==> src/rtl/cpom_defines.vh <==
// Register indices, field positions, reset values and limits for the
// identification override and performance window register bank.
// Assumes it is included by its bare name from the design files.
`ifndef CPOM_DEFINES_VH
`define CPOM_DEFINES_VH

// Register indices as presented in ECX
`define CPOM_IDX_SIGNATURE 32'h8086_0000
`define CPOM_IDX_VENDOR0 32'h8086_0001
`define CPOM_IDX_VENDOR1 32'h8086_0002
`define CPOM_IDX_VENDOR2 32'h8086_0003
`define CPOM_IDX_FEATMASK 32'h8086_0004
`define CPOM_IDX_BOOTREV 32'h8086_0074
`define CPOM_IDX_PERFWIN 32'h8086_8010

// Identification functions as presented in EAX
`define CPOM_FUNC_VENDOR 32'h0000_0000
`define CPOM_FUNC_SIGNATURE 32'h0000_0001

// Signature field layout, one nibble each, bits 63..16 reserved
`define CPOM_SIG_STEP_LSB 0
`define CPOM_SIG_MODEL_LSB 4
`define CPOM_SIG_FAMILY_LSB 8
`define CPOM_SIG_TYPE_LSB 12
`define CPOM_SIG_WIDTH 16

// Performance window limits and reset values
`define CPOM_PERF_MAX 32'h0000_0064
`define CPOM_PERF_MIN 32'h0000_0000
`define CPOM_PERF_HI_RST 7'h64
`define CPOM_PERF_LO_RST 7'h00

// Feature mask reset: every flag passes
`define CPOM_MASK_RST 32'hFFFF_FFFF

`endif

==> src/rtl/cpom_round.v <==
// Rounds a performance bound of 0..100 to the nearest supported level.
// Assumes levels are spread evenly over 0..100 and LEVELS is at least 2.
`timescale 1ns/100ps

module cpom_round #(
    parameter LEVELS = 5
) (
    // Requested bound, already checked to be 0..100
    input wire [6:0] i_value,
    // Nearest supported level
    output wire [6:0] o_level
);

    localparam [31:0] STEPS = LEVELS - 1;

    wire [31:0] value_ext;
    wire [31:0] numer;
    wire [31:0] index;
    wire [31:0] level;

    assign value_ext = {25'h000_0000, i_value};
    // Adding half a step before the floor makes a midway value go up
    assign numer = value_ext * STEPS * 32'h0000_0002 + 32'h0000_0064;
    assign index = numer / 32'h0000_00C8;
    assign level = (index * 32'h0000_0064) / STEPS;
    assign o_level = level[6:0];

endmodule // cpom_round

==> src/rtl/cpom_top.v <==
// Model-specific register bank that overrides identification reports
// and holds the performance window control with range checking.
// Assumes one register access request per cycle from the core, and that
// the identification query port is sampled on the core clock.
`timescale 1ns/100ps
`include "cpom_defines.vh"

module cpom_top #(
    // Number of supported performance levels
    parameter PERF_LEVELS = 5,
    // Native identity values; the defaults are arbitrary
    parameter [15:0] NATIVE_SIGNATURE = 16'h0000,
    parameter [31:0] NATIVE_VENDOR0 = 32'h6E6F_6E65,
    parameter [31:0] NATIVE_VENDOR1 = 32'h6E6F_6E65,
    parameter [31:0] NATIVE_VENDOR2 = 32'h6E6F_6E65,
    parameter [31:0] NATIVE_MAX_FUNC = 32'h0000_0001,
    parameter [31:0] NATIVE_FEATURES = 32'h0000_0000,
    // Software revision report; the defaults are arbitrary
    parameter [31:0] BOOT_REVISION = 32'h0000_0000,
    parameter [31:0] BUILD_NUMBER = 32'h0000_0000
) (
    // Clock and reset
    input wire i_ref_clk,
    input wire i_rst_b,
    // Register access from the read and write instructions
    input wire i_msr_req,
    input wire i_msr_wr,
    input wire [31:0] i_msr_index,
    input wire [31:0] i_msr_wdata_hi,
    input wire [31:0] i_msr_wdata_lo,
    output wire o_msr_done,
    output wire o_msr_gp,
    output wire [31:0] o_msr_rdata_hi,
    output wire [31:0] o_msr_rdata_lo,
    // Identification query
    input wire i_id_req,
    input wire [31:0] i_id_func,
    output wire o_id_done,
    output wire o_id_hit,
    output wire [31:0] o_id_eax,
    output wire [31:0] o_id_ebx,
    output wire [31:0] o_id_ecx,
    output wire [31:0] o_id_edx,
    // Performance window in force
    output wire [6:0] o_perf_upper,
    output wire [6:0] o_perf_lower,
    output wire o_perf_fixed,
    output wire o_perf_scaling_off,
    output wire o_perf_minimum
);

    // Stored registers
    reg [15:0] signature_r;
    reg [63:0] vendor0_r;
    reg [63:0] vendor1_r;
    reg [63:0] vendor2_r;
    reg [31:0] feat_mask_r;
    reg [6:0] perf_hi_r;
    reg [6:0] perf_lo_r;

    // Access answer
    reg done_r;
    reg gp_r;
    reg [31:0] rdata_hi_r;
    reg [31:0] rdata_lo_r;
    reg [31:0] rdata_hi_nxt;
    reg [31:0] rdata_lo_nxt;
    reg gp_nxt;

    // Identification answer
    reg id_done_r;
    reg id_hit_r;
    reg [31:0] id_eax_r;
    reg [31:0] id_ebx_r;
    reg [31:0] id_ecx_r;
    reg [31:0] id_edx_r;
    reg id_hit_nxt;
    reg [31:0] id_eax_nxt;
    reg [31:0] id_ebx_nxt;
    reg [31:0] id_ecx_nxt;
    reg [31:0] id_edx_nxt;

    // Index decode
    wire sel_sig;
    wire sel_vnd0;
    wire sel_vnd1;
    wire sel_vnd2;
    wire sel_mask;
    wire sel_rev;
    wire sel_perf;
    wire sel_any;

    assign sel_sig = (i_msr_index == `CPOM_IDX_SIGNATURE);
    assign sel_vnd0 = (i_msr_index == `CPOM_IDX_VENDOR0);
    assign sel_vnd1 = (i_msr_index == `CPOM_IDX_VENDOR1);
    assign sel_vnd2 = (i_msr_index == `CPOM_IDX_VENDOR2);
    assign sel_mask = (i_msr_index == `CPOM_IDX_FEATMASK);
    assign sel_rev = (i_msr_index == `CPOM_IDX_BOOTREV);
    assign sel_perf = (i_msr_index == `CPOM_IDX_PERFWIN);
    assign sel_any = sel_sig | sel_vnd0 | sel_vnd1 | sel_vnd2 |
                     sel_mask | sel_rev | sel_perf;

    // Write checks
    wire sig_rsvd_set;
    wire mask_rsvd_set;
    wire perf_range_bad;
    wire perf_order_bad;
    wire perf_bad;

    assign sig_rsvd_set = (i_msr_wdata_hi != 32'h0000_0000) |
                          (i_msr_wdata_lo[31:`CPOM_SIG_WIDTH] !=
                           16'h0000);
    assign mask_rsvd_set = (i_msr_wdata_hi != 32'h0000_0000);
    assign perf_range_bad = (i_msr_wdata_hi > `CPOM_PERF_MAX) |
                            (i_msr_wdata_lo > `CPOM_PERF_MAX);
    assign perf_order_bad = (i_msr_wdata_lo > i_msr_wdata_hi);
    assign perf_bad = perf_range_bad | perf_order_bad;

    // Rounded bounds of the value being written
    wire [6:0] round_hi;
    wire [6:0] round_lo;

    cpom_round #(
        .LEVELS(PERF_LEVELS)
    ) u_round_hi (
        .i_value(i_msr_wdata_hi[6:0]),
        .o_level(round_hi)
    );

    cpom_round #(
        .LEVELS(PERF_LEVELS)
    ) u_round_lo (
        .i_value(i_msr_wdata_lo[6:0]),
        .o_level(round_lo)
    );

    // Fault decision for the current access
    always @* begin
        gp_nxt = 1'b0;
        if (!sel_any) begin
            gp_nxt = 1'b1;
        end else if (i_msr_wr) begin
            if (sel_sig && sig_rsvd_set) begin
                gp_nxt = 1'b1;
            end else if (sel_mask && mask_rsvd_set) begin
                gp_nxt = 1'b1;
            end else if (sel_perf && perf_bad) begin
                gp_nxt = 1'b1;
            end
        end
    end

    // Read data: high half to EDX, low half to EAX
    always @* begin
        rdata_hi_nxt = 32'h0000_0000;
        rdata_lo_nxt = 32'h0000_0000;
        case (1'b1)
            sel_sig: begin
                rdata_lo_nxt = {16'h0000, signature_r};
            end
            sel_vnd0: begin
                rdata_hi_nxt = vendor0_r[63:32];
                rdata_lo_nxt = vendor0_r[31:0];
            end
            sel_vnd1: begin
                rdata_hi_nxt = vendor1_r[63:32];
                rdata_lo_nxt = vendor1_r[31:0];
            end
            sel_vnd2: begin
                rdata_hi_nxt = vendor2_r[63:32];
                rdata_lo_nxt = vendor2_r[31:0];
            end
            sel_mask: begin
                rdata_lo_nxt = feat_mask_r;
            end
            sel_rev: begin
                rdata_hi_nxt = BUILD_NUMBER;
                rdata_lo_nxt = BOOT_REVISION;
            end
            sel_perf: begin
                rdata_hi_nxt = {25'h000_0000, perf_hi_r};
                rdata_lo_nxt = {25'h000_0000, perf_lo_r};
            end
            default: begin
                rdata_hi_nxt = 32'h0000_0000;
                rdata_lo_nxt = 32'h0000_0000;
            end
        endcase
    end

    // Register updates; a faulting write leaves every register untouched
    always @(posedge i_ref_clk or negedge i_rst_b) begin
        if (!i_rst_b) begin
            signature_r <= NATIVE_SIGNATURE;
            vendor0_r <= {32'h0000_0000, NATIVE_VENDOR0};
            vendor1_r <= {32'h0000_0000, NATIVE_VENDOR1};
            vendor2_r <= {32'h0000_0000, NATIVE_VENDOR2};
            feat_mask_r <= `CPOM_MASK_RST;
            perf_hi_r <= `CPOM_PERF_HI_RST;
            perf_lo_r <= `CPOM_PERF_LO_RST;
        end else if (i_msr_req && i_msr_wr && !gp_nxt) begin
            if (sel_sig) begin
                signature_r <= i_msr_wdata_lo[15:0];
            end
            if (sel_vnd0) begin
                vendor0_r <= {i_msr_wdata_hi, i_msr_wdata_lo};
            end
            if (sel_vnd1) begin
                vendor1_r <= {i_msr_wdata_hi, i_msr_wdata_lo};
            end
            if (sel_vnd2) begin
                vendor2_r <= {i_msr_wdata_hi, i_msr_wdata_lo};
            end
            if (sel_mask) begin
                feat_mask_r <= i_msr_wdata_lo;
            end
            // Rounded values are stored, so a read shows what is in force
            if (sel_perf) begin
                perf_hi_r <= round_hi;
                perf_lo_r <= round_lo;
            end
        end
    end

    // Access answer, one cycle after the request
    always @(posedge i_ref_clk or negedge i_rst_b) begin
        if (!i_rst_b) begin
            done_r <= 1'b0;
            gp_r <= 1'b0;
            rdata_hi_r <= 32'h0000_0000;
            rdata_lo_r <= 32'h0000_0000;
        end else begin
            done_r <= i_msr_req;
            gp_r <= i_msr_req & gp_nxt;
            if (i_msr_req && !i_msr_wr && !gp_nxt) begin
                rdata_hi_r <= rdata_hi_nxt;
                rdata_lo_r <= rdata_lo_nxt;
            end
        end
    end

    // Identification answer
    always @* begin
        id_hit_nxt = 1'b0;
        id_eax_nxt = 32'h0000_0000;
        id_ebx_nxt = 32'h0000_0000;
        id_ecx_nxt = 32'h0000_0000;
        id_edx_nxt = 32'h0000_0000;
        case (i_id_func)
            `CPOM_FUNC_VENDOR: begin
                id_hit_nxt = 1'b1;
                id_eax_nxt = NATIVE_MAX_FUNC;
                // Only the low half of each word reaches the report
                id_ebx_nxt = vendor0_r[31:0];
                id_edx_nxt = vendor1_r[31:0];
                id_ecx_nxt = vendor2_r[31:0];
            end
            `CPOM_FUNC_SIGNATURE: begin
                id_hit_nxt = 1'b1;
                id_eax_nxt = {16'h0000, signature_r};
                id_edx_nxt = NATIVE_FEATURES & feat_mask_r;
            end
            default: begin
                id_hit_nxt = 1'b0;
            end
        endcase
    end

    always @(posedge i_ref_clk or negedge i_rst_b) begin
        if (!i_rst_b) begin
            id_done_r <= 1'b0;
            id_hit_r <= 1'b0;
            id_eax_r <= 32'h0000_0000;
            id_ebx_r <= 32'h0000_0000;
            id_ecx_r <= 32'h0000_0000;
            id_edx_r <= 32'h0000_0000;
        end else begin
            id_done_r <= i_id_req;
            if (i_id_req) begin
                id_hit_r <= id_hit_nxt;
                id_eax_r <= id_eax_nxt;
                id_ebx_r <= id_ebx_nxt;
                id_ecx_r <= id_ecx_nxt;
                id_edx_r <= id_edx_nxt;
            end
        end
    end

    assign o_msr_done = done_r;
    assign o_msr_gp = gp_r;
    assign o_msr_rdata_hi = rdata_hi_r;
    assign o_msr_rdata_lo = rdata_lo_r;
    assign o_id_done = id_done_r;
    assign o_id_hit = id_hit_r;
    assign o_id_eax = id_eax_r;
    assign o_id_ebx = id_ebx_r;
    assign o_id_ecx = id_ecx_r;
    assign o_id_edx = id_edx_r;

    // Mode flags of the window in force
    assign o_perf_upper = perf_hi_r;
    assign o_perf_lower = perf_lo_r;
    assign o_perf_fixed = (perf_hi_r == perf_lo_r);
    assign o_perf_scaling_off = (perf_hi_r == `CPOM_PERF_HI_RST) &&
                                (perf_lo_r == `CPOM_PERF_HI_RST);
    assign o_perf_minimum = (perf_hi_r == `CPOM_PERF_LO_RST) &&
                            (perf_lo_r == `CPOM_PERF_LO_RST);

endmodule // cpom_top

==> config.mk <==
export PLATFORM = sky130hd
export DESIGN_NAME = cpom_top
export DESIGN_NICKNAME = d
export VERILOG_FILES = /design/src/rtl/cpom_round.v /design/src/rtl/cpom_top.v
export VERILOG_INCLUDE_DIRS = /design/src /design/src/rtl
export SDC_FILE = /design/constraint.sdc
export NUM_CORES = 1
export LEC_CHECK = 0
export ABC_CLOCK_PERIOD_IN_PS = 1300
export BUFFER_PORTS_ARGS = -buffer_cell sky130_fd_sc_hd__buf_2
export CORE_ASPECT_RATIO = 0.8
export CORE_UTILIZATION = 40
export DETAILED_ROUTE_END_ITERATION = 10
export MAX_ROUTING_LAYER = met4
export PLACE_DENSITY_LB_ADDON = 0.3
export RECOVER_POWER = 100
export SLEW_MARGIN = 20
export SYNTH_ARGS = -nofsm -noshare
export SYNTH_HDL_FRONTEND = slang
export SYNTH_SLANG_ARGS = --single-unit
export TNS_END_PERCENT = 100
==> constraint.sdc <==
create_clock -name i_ref_clk -period 1.3 [get_ports i_ref_clk]
set_input_delay 0.065 -clock i_ref_clk [delete_from_list [all_inputs] [get_ports i_ref_clk]]
set_output_delay 0.065 -clock i_ref_clk [all_outputs]
set_load 0.03 [all_outputs]
==> results of run 1 <==
[sequential cells by signal (all words and copies together) (netlist names), 7 cells and up]
register        count
o_msr_rdata_lo     32
o_msr_rdata_hi     32
signature_r        16
vendor1_r          64
o_id_ebx           32
o_id_edx           32
o_perf_lower        7
o_id_ecx           32
o_perf_upper        7
o_id_eax           16
feat_mask_r        32
vendor0_r          64
vendor2_r          64
[Yosys cell counts (7+ instances only)]
library cell / n / area share, %
dfrtp_1: 339 / 41
nand2_1: 282 / 5.1
o21ai_0: 256 / 6.2
mux2_2: 191 / 10
inv_1: 168 / 3.0
dfstp_2: 95 / 12
clkbuf_1: 79 / 1.4
ha_1: 54 / 3.2
a21oi_1: 51 / 1.2
nor2_1: 44 / 0.79
a22oi_1: 27 / 0.97
nor4_1: 26 / 0.78
o31ai_1: 26 / 0.94
buf_4: 23 / 0.83
mux2_1: 21 / 1.1
nand4_1: 20 / 0.60
buf_2: 17 / 0.41
xnor2_1: 17 / 0.72
a222oi_1: 16 / 0.77
a221o_1: 15 / 0.72
a21o_1: 14 / 0.50
nand2b_1: 12 / 0.36
nor3_1: 12 / 0.29
o22ai_1: 12 / 0.36
a221oi_1: 11 / 0.46
a31oi_1: 11 / 0.33
buf_6: 10 / 0.54
buf_1: 9 / 0.16
mux2i_1: 8 / 0.38
o211ai_1: 8 / 0.29
xor2_1: 8 / 0.34
a32o_1: 7 / 0.34
nand3_1: 7 / 0.17
[layer usage]
metal	global-route usage, %	up-vias	part of all wire, %
li1	-	8544	-
met3	4.33	157	7.0
met2	44.6	818	46
met5	-	-	0
met1	41.0	9898	44
met4	7.82	0	2.6
[per-stage QoR]
step	utilization, %	TNS, ps
after CTS	60.8	-221210
after global placement	51.9	-393360
after global routing	64.7	-337650
final	64.7	-268280
after detailed placement	51.9	-398340
after floorplan	-	-221890
[layout by cell type (no fill, tap or decap), types with 15 or more instances in the layout]
cell           instances
a21oi_1               33
a21oi_2               17
a221o_1               15
a222oi_1              16
a22oi_1               26
buf_12                59
buf_16                15
buf_2                121
buf_4                285
buf_6                 98
buf_8                 26
clkbuf_16             66
clkbuf_2             165
conb_1                16
dfrtp_1              328
dfstp_2               95
dlygate4sd3_1         78
ha_1                  25
ha_4                  28
inv_1                145
mux2_2                97
mux2_4               115
nand2_1              195
nand2_2               47
nand2_4               40
nand4_1               20
nor2_1                36
nor4_4                15
o21ai_0              104
o21ai_1               94
o21ai_2               61
[worst reg2reg max path, stage by stage, from the launching register on]
cell     delay, ps
dfrtp_2        420
buf_8          130
buf_4          170
a32o_1         220
a221o_1        260
o21ai_1         80
o21ai_1         70
[area by class of cell]
class | instances | area [um^2]
Fill cell | 3837 | 18100
Sequential cell | 434 | 11000
Multi-Input combinational cell | 1256 | 10900
Timing Repair Buffer | 877 | 8040
Clock buffer | 64 | 1330
Tap cell | 684 | 856
Inverter | 169 | 696
Clock inverter | 20 | 282
Antenna cell | 5 | 12.5
[what timing repair did]
| action | in CTS | in global routing |
|---|---|---|
| pin swaps | 106 | 83 |
| hold buffers | 84 | 10 |
| setup buffers | 68 | 50 |
| gates cloned | 26 | 31 |
| endpoints found under the hold margin | 593 | 19 |
| endpoints found under the setup margin | 340 | 340 |
| gates resized for setup | 208 | 424 |
[where the power goes]
part           switching [mW]  leakage, nW  internal [mW]  total (mW)
combinational            1.96         8.72           1.69        3.65
sequential            0.00119         5.68           13.5        13.5
clock                    5.82        0.784           8.36        14.2
[how the worst max path moves through the flow]
stage               slack [ps]              end  cells past startpoint
finish                   -2370  o_perf_upper[6]                     24
global route             -2550  o_perf_upper[6]                     24
CTS                      -2320  o_perf_upper[6]                     24
detailed placement       -3140  o_perf_upper[6]                     23
global placement         -3090  o_perf_upper[6]                     22
floorplan                -2870  o_perf_upper[6]                     24
[kinds of logic (layout without fill, tap and decap cells)]
logic type | Yosys count | after routing | synth area share [%]
multiplexers | 220 | 220 | 11.9
AND/OR/NAND/NOR | 453 | 453 | 10.1
other | 1 | 21 | 0.0180
flip-flops | 434 | 434 | 52.7
buffers and inverters | 307 | 1130 | 6.41
XOR/XNOR | 25 | 25 | 1.05
AO/OA/AOI/OAI | 488 | 488 | 14.6
adder cells (fa/ha/maj) | 54 | 54 | 3.25
==> impl_results.md, run 1 <==
- Post-Layout Cell Count: approximately 3,500
- Fin worst setup slack: -2370 ps
- FP Rows: 74
- Largest net degree at the start of global routing: around 120
- Final wirelength: about 83,000 um
- Overflow after GRT: 0
- P_leak: ~15 nW
- Worst hold path depth: 4
- Fraction of layout cells with a size suffix above 1: a little over half
- Unique cell type count in the Yosys netlist: 79
- Critical Path End Type: flip-flop
- Worst reg2reg path depth: 6
- Data arrival, critical path: 4180 ps
- HP Class: input port to flip-flop
- Die Ht: 206 um
- Number of buffers on the longest clock path: 3
- Final instance area: between 30,000 and 40,000 um^2
- Initial core utilization: 40.7%
- First-pass GRT wire length: 115,000 um
- Via count: around 19,000
- Skew final: 26.0 ps
- RSZ-0062 raised after global routing: true
- Final Setup Violations: 766
- CTS Buf Count: 46
- Crit path kind: input port to flip-flop
- Die Area: between 50,000 and 60,000 um^2
- Crit path from: i_msr_wdata_hi[2]
- Synthesized instance count: 1,982
- Post-route DRC: 0
- Post-route minimum period: about 3700 ps
- Total GRT Usage: between 20% and 30%
- Cell mode on critical path: ha_4
- Rel. slew slack: around 8%
- NumNets Final: just under 3,000
- Final Cycle Share: 282%
- CP Data Required Time: roughly 1800 ps
- Most used DFF post-synth: dfrtp_1
- Critical-path top delay cell: or4b_4
- Seq/Total Area, Yosys: between 50% and 60%
- Place WS: -3140 ps
- Routed length per placed instance: around 24 um
- Yosys reg bits: 434
- Cell area after synthesis: between 20,000 and 25,000 um^2
- Vias in the first global route: between 15,000 and 20,000
- DIE WIDTH: 257 um
- IO Pins: 346
- Port Buffers: 329
- First-pass iteration count of the detailed router: 5
- Critical-path maximum fanout: 3
- Reg-to-Reg End: o_msr_rdata_lo[5]
- Async SR Flop Fraction: 100%
- Clk pin slew, worst setup/hold paths: about 70 ps
- Failing checks: setup timing
- Startpoint Class: input port
- Post-DP HPWL: 48,300 um
- RR Startpoint: o_perf_lower[5]
- Crit-path cells: buf_8, clkinvlp_4, ha_4, nand2b_4, a21oi_2, o22ai_2, a31oi_1, ha_1, and3b_1, or2_4, or4b_4, a21oi_4, a311oi_4, o21ai_2, nand3_1, o2111ai_2, nand2_2, ha_4, ha_4, ha_4, xor2_2, xnor2_1, xnor2_1, mux2_4
- Placer Congestion: approximately 0.86
- Skew-Pair Late Insertion Delay: approximately 600 ps
- Via-per-instance ratio: ~5.5
- Dpl cell area: approximately 27,000 um^2
- Clock root cell: clkbuf_16
- Worst path buffer plus inverter count: 2
- Area growth syn-to-layout: 59.1%
- Max VDD drop: approximately 800 uV
- MaxCap Viol Count: 0
- Hold endpoint: vendor2_r[34]
- Initial antenna violation count: 5
- CP top delay family: simple AND/OR/NAND/NOR gates
- Post-DRT Antenna Nets: 0
- CTS tree: built
- Fmax: about 270 MHz
- YS warnings: 0
- Reg2reg setup slack: -170 ps
- Sink Count: between 400 and 500
- Worst-Margin Slew: roughly 1400 ps
- Final Hold Viols: 0
- Worst hold start: i_msr_wdata_hi[2]
- Status: finished with violations
- H-tree Lvls: 2
- Worst path max stage delay: 490 ps
- Placed Cells incl. Taps: 3,190
- Hold_ws: 15.7 ps
- Post-synth EDFFs: 0
- Core area: 51,200 um^2
- Synthesized area per cell: about 11 um^2
- Max Transition Viols Final: 0
- Power Dens Cells: around 950 nW/um^2
- Power consumption: 31.4 mW
- Initial DRC count: 1,857
Power figures use the tool's default switching activity.
==> inputs of run 2 (changes only) <==
- CORE_ASPECT_RATIO: 0.8 -> 1.2
==> impl_results.md, run 2 (synthesized netlist as in run 1, its figures left out) <==
- Sw frac: 24.8%
- Via-per-instance ratio: 5.57
- Via count: roughly 20,000
- FILL cells: between 3,000 and 4,000
- Overflow after GRT: 0
- Commonest non-fill, non-tap cell in the layout: dfrtp_1
- Post-DRT Antenna Nets: 0
- Post-route minimum period: ~3700 ps
- Setup TNS: -305,700 ps
- Area growth syn-to-layout: 62.1%
- H-tree Lvls: 2
- NumNets Final: ~3,000
- CTS Buf Count: 45
- NetSw: ~7.7 mW
- Logic pwr share: between 10% and 20%
- CP Data Required Time: about 1800 ps
- First-pass iteration count of the detailed router: 6
- Die Area: between 50,000 and 60,000 um^2
- MaxCap Viol Count: 1
- Die Ht: 252 um
- Hold_ws: -21.3 ps
- Routed length per placed instance: 24.2 um
- Final wirelength: approximately 86,000 um
- Clock power frac: between 40% and 50%
- Number of buffers on the longest clock path: 3
- Clk pin slew, worst setup/hold paths: about 60 ps
- Sequential share of power: between 40% and 50%
- Clock root cell: clkbuf_16
- Crit path kind: input port to flip-flop
- Multi-input gate area: between 10,000 and 15,000 um^2
- IO Pins: around 350
- Critical Path End Type: flip-flop
- Port Buffers: 329
- Max Transition Viols Final: 15
- Skew final: between 20 and 25 ps
- Worst-Margin Slew: 1570 ps
- Initial core utilization: 40.5%
- DIE WIDTH: 210 um
- Vias in the first global route: 20,476
- Failing checks: hold timing, capacitance limit, slew limit, setup timing
- Startpoint Class: input port
- FP Rows: 91
- Final instance area: between 30,000 and 40,000 um^2
- Initial DRC count: ~1,600
- Sequential cell area: around 11,000 um^2
- Final Setup Violations: approximately 810
- Post-route DRC: 0
- CTS tree: built
- Status: finished with violations
- Most frequent cells in the layout: dfrtp_1 (329), buf_4 (325), nand2_1 (189)
- Sink Count: 434
- Power Dens Cells: between 900 and 1000 nW/um^2
- Fin worst setup slack: -2370 ps
- Int Pwr: roughly 24 mW
- Placer Congestion: between 0.8 and 0.9
- P_leak: ~15 nW
- Dpl cell area: roughly 27,000 um^2
- Initial antenna violation count: 10
- RSZ-0062 raised after global routing: true
- Final Hold Viols: 1
- Data arrival, critical path: approximately 4200 ps
- Critical-path maximum fanout: 4
- Rel. slew slack: -4.40%
- Fmax: 273 MHz
- Biggest registers after layout: vendor0_r: 64 flops, vendor1_r: 64 flops, vendor2_r: 64 flops
- Largest net degree at the start of global routing: 82
- Fraction of layout cells with a size suffix above 1: approximately 55%
- Skew-Pair Late Insertion Delay: ~590 ps
- Max VDD drop: ~920 uV
- Final Cycle Share: 282%
- Total GRT Usage: between 30% and 40%
- Core area: 51,400 um^2
- First-pass GRT wire length: 125,000 um
- HP Class: input port to flip-flop
- Post-DP HPWL: slightly above 50,000 um
[run 2: changes by cell type in the layout (fill, tap and decap cells not counted), moves of 16 or more]
cell,delta
nand2_4,+22
nand2_2,-16
buf_16,+21
clkbuf_16,-18
o31ai_4,+17
clkbuf_2,-22
buf_4,+40
[run 2: metal layers]
| layer | part of all wire [%] | global-route usage [%] | wire, um | vias to the layer above |
|---|---|---|---|---|
| li1 | - | - | - | 8593 |
| met5 | 0 | - | 0 | - |
| met2 | 51 | 54.8 | 43500 | 919 |
| met1 | 37 | 37.2 | 31400 | 9914 |
| met4 | 6.1 | 15.0 | 5240 | 0 |
| met3 | 6.6 | 4.49 | 5620 | 320 |
[run 2: worst paths after layout]
path / startpoint / to / slack, ps / cells past startpoint
hold reg to reg: vendor2_r[6] / vendor2_r[6] / 490 / 2
setup reg to reg: vendor2_r[21] / o_msr_rdata_lo[21] / -150 / 3
max in group asynchronous: i_rst_b / vendor2_r[12] / -790 / 3
setup / recovery: i_msr_wdata_hi[2] / o_perf_upper[6] / -2370 / 24
min in group asynchronous: i_rst_b / vendor0_r[18] / 990 / 2
hold / removal: i_msr_wdata_hi[2] / vendor2_r[34] / -20 / 4
[run 2: layout make-up]
class / instances / area share [%]
Tap cell: 697 / 2.58
Antenna cell: 12 / 0.0890
Clock inverter: 21 / 0.882
Clock buffer: 63 / 3.90
Timing Repair Buffer: 896 / 24.8
Multi-Input combinational cell: 1256 / 33.2
Inverter: 169 / 2.06
Sequential cell: 434 / 32.6
[run 2: timing repair]
item,4_1_cts,5_1_grt
pin swaps,128,83
hold buffers,80,14
hold endpoints to repair,607,29
gates cloned,49,2
setup endpoints to repair,350,348
resized for setup,403,338
setup buffers,73,53
[run 2: through the flow]
stage	util, %	power (mW)	setup slack, ps	hold slack (ps)	instances
final	65.7	31.3	-2370	-21.3	3548
after global routing	65.7	32.2	-2580	4.50	3546
after detailed placement	52.3	16.8	-3110	-62.1	3232
after global placement	52.3	16.7	-3060	-60.0	3232
after CTS	63.6	31.2	-2350	3.09	3510
after floorplan	-	15.1	-2870	-231	1997
[run 2: power by group through the flow]
stage	clock network (mW)	registers (mW)	logic (mW)
6_report	14.1	13.5	3.64
5_1_grt	14.8	13.5	3.92
4_1_cts	14.2	13.5	3.44
3_5_place_dp	0	13.8	2.99
3_3_place_gp	0	13.8	2.94
2_1_floorplan	0	13.8	1.36
[run 2: worst max-delay path, cell delays in order]
cell and delay, ps:
buf_8 80, clkinvlp_4 130, ha_4 190, nor2b_4 130, a21oi_2 110, o22ai_1 100
a31oi_1 200, ha_1 280, and3b_1 230, or2_4 120, or4b_4 490, a21oi_4 190
a311oi_4 60, o21ai_2 220, nand3_1 110, o2111ai_2 120, nand2_2 110, ha_4 180
ha_4 210, ha_4 150, xor2_2 140, xnor2_1 200, xnor2_1 90, mux2_4 260
==> inputs of run 3 (changes only) <==
- SKIP_LAST_GASP: unset -> 1
==> impl_results.md, run 3 (synthesized netlist as in run 1, its figures left out) <==
- Worst hold start: i_msr_wdata_hi[2]
- Via-per-instance ratio: 5.58
- Max Transition Viols Final: 15
- Rel. slew slack: -6.69%
- Initial DRC count: 1,835
- Startpoint Class: input port
- HP Class: input port to flip-flop
- Biggest registers after layout: vendor0_r: 64 flops, vendor1_r: 64 flops, vendor2_r: 64 flops
- Final Hold Viols: 1
- Reg-to-Reg End: o_msr_rdata_lo[21]
- Crit path kind: input port to flip-flop
- Final Util: 65.8%
- Placer Congestion: 0.895
- Most frequent cells in the layout: dfrtp_1 (329), buf_4 (326), nand2_1 (187)
- Critical Path End Type: flip-flop
- P_leak: around 15 nW
- Setup TNS: -310,440 ps
- Initial antenna violation count: 13
- Post-route DRC: 0
- Max VDD drop: ~900 uV
- Worst-Margin Slew: roughly 1600 ps
- Via count: about 20,000
- First-pass GRT wire length: between 100,000 and 150,000 um
- Die Ht: between 200 and 300 um
- Failing checks: hold timing, capacitance limit, slew limit, setup timing
- Commonest non-fill, non-tap cell in the layout: dfrtp_1
- Post-DP HPWL: between 50,000 and 60,000 um
- Power Dens Cells: between 900 and 1000 nW/um^2
- RR Startpoint: vendor2_r[21]
- Post-route minimum period: roughly 3700 ps
- Skew final: roughly 17 ps
- IO Pins: between 300 and 400
- Total GRT Usage: 32.0%
- Status: finished with violations
- H-tree Lvls: 2
- Vias in the first global route: ~20,000
- FP Rows: 91
- CTS tree: built
- Fmax: between 200 and 300 MHz
- Routed length per placed instance: 24.3 um
- Largest net degree at the start of global routing: between 80 and 90
- Overflow after GRT: 0
- Die Area: about 53,000 um^2
- Clk pin slew, worst setup/hold paths: 60 ps
- Reg2reg setup slack: -160 ps
- Critical-path maximum fanout: 4
- Final wirelength: ~86,000 um
- Fraction of layout cells with a size suffix above 1: a little over half
- MaxCap Viol Count: 1
- Hold_ws: -24.2 ps
- First-pass iteration count of the detailed router: 6
- Worst hold path depth: 4
- Initial core utilization: 40.5%
- Fin worst setup slack: -2350 ps
- Post-DRT Antenna Nets: 0
- Worst reg2reg path depth: 3
- NumNets Final: 2,989
- Final Cycle Share: 281%
- Port Buffers: ~330
- Power consumption: roughly 31 mW
- Sink Count: 434
- DIE WIDTH: approximately 210 um
- Hold endpoint: vendor2_r[34]
- RSZ-0062 raised after global routing: true
- Core area: a little over 50,000 um^2
- Dpl cell area: approximately 27,000 um^2
- Clock root cell: clkbuf_16
- Final Setup Violations: between 800 and 900
- Skew-Pair Late Insertion Delay: around 590 ps
- Data arrival, critical path: 4160 ps
- Number of buffers on the longest clock path: 3
- CP Data Required Time: 1800 ps
- CTS Buf Count: 45
- Area growth syn-to-layout: 62.2%
- Final instance area: 33,800 um^2
run 3: report_power, final:
part	total, mW	switching, mW	internal (mW)	leakage (nW)
Clock	14.1	5.80	8.33	0.797
Sequential	13.5	0.00181	13.5	5.68
Combinational	3.64	1.95	1.68	8.95
run 3: layout make-up:
| cell class | instances | area, um^2 |
|---|---|---|
| fillers | 3751 | 17600 |
| multi-input cells | 1256 | 11200 |
| flip-flops and latches | 434 | 11000 |
| well taps | 697 | 872 |
| repair buffers | 896 | 8350 |
| diodes | 14 | 35.0 |
| clock inverters | 21 | 298 |
| clock buffers | 63 | 1320 |
| inverters | 169 | 697 |
run 3: critical path, cell delays in order:
cell        delay, ps
buf_8              80
clkinvlp_4        130
ha_4              190
nor2b_4           130
a21oi_2           110
o22ai_1           100
a31oi_1           200
ha_1              280
and3b_1           230
or2_4             120
or4b_4            490
a21oi_4           190
a311oi_4           60
o21ai_2           210
nand3_1           110
o2111ai_2         120
nand2_2           110
ha_4              180
ha_4              210
ha_4              150
xor2_2            140
xnor2_1           200
xnor2_1            90
mux2_4            250
run 3: metrics by stage:
stage | std cells | worst slack [ps]
CTS | 3510 | -2350
finish | 3550 | -2350
floorplan | 1997 | -2870
global placement | 3232 | -3060
detailed placement | 3232 | -3110
global route | 3549 | -2580
run 3: how the worst max path moves through the flow:
stage | endpoint | from | cells past startpoint
after floorplan | o_perf_upper[6] | i_msr_wdata_hi[2] | 24
after global placement | o_perf_upper[6] | i_msr_wdata_hi[2] | 22
after detailed placement | o_perf_upper[6] | i_msr_wdata_hi[2] | 23
after CTS | o_perf_upper[6] | i_msr_wdata_hi[2] | 24
after global routing | o_perf_upper[6] | i_msr_wdata_hi[2] | 24
final | o_perf_upper[6] | i_msr_wdata_hi[2] | 24
run 3: repair_timing:
item | 4_1_cts | 5_1_grt
setup buffers | 73 | 48
endpoints found under the setup margin | 350 | 347
pin swaps | 128 | 81
gates cloned | 49 | 2
endpoints found under the hold margin | 607 | 37
resized for setup | 393 | 362
hold buffers | 80 | 17
run 3: metal layers:
metal  up-vias  GRT usage, %  routed length [um]  share of wire, %
li1       8604             -                   -                 -
met1      9988          36.9               32100                37
met2       929          54.5               44200                51
met3       297          4.69                5260               6.1
met4         0          15.4                4820               5.6
met5         -             -                   0                 0
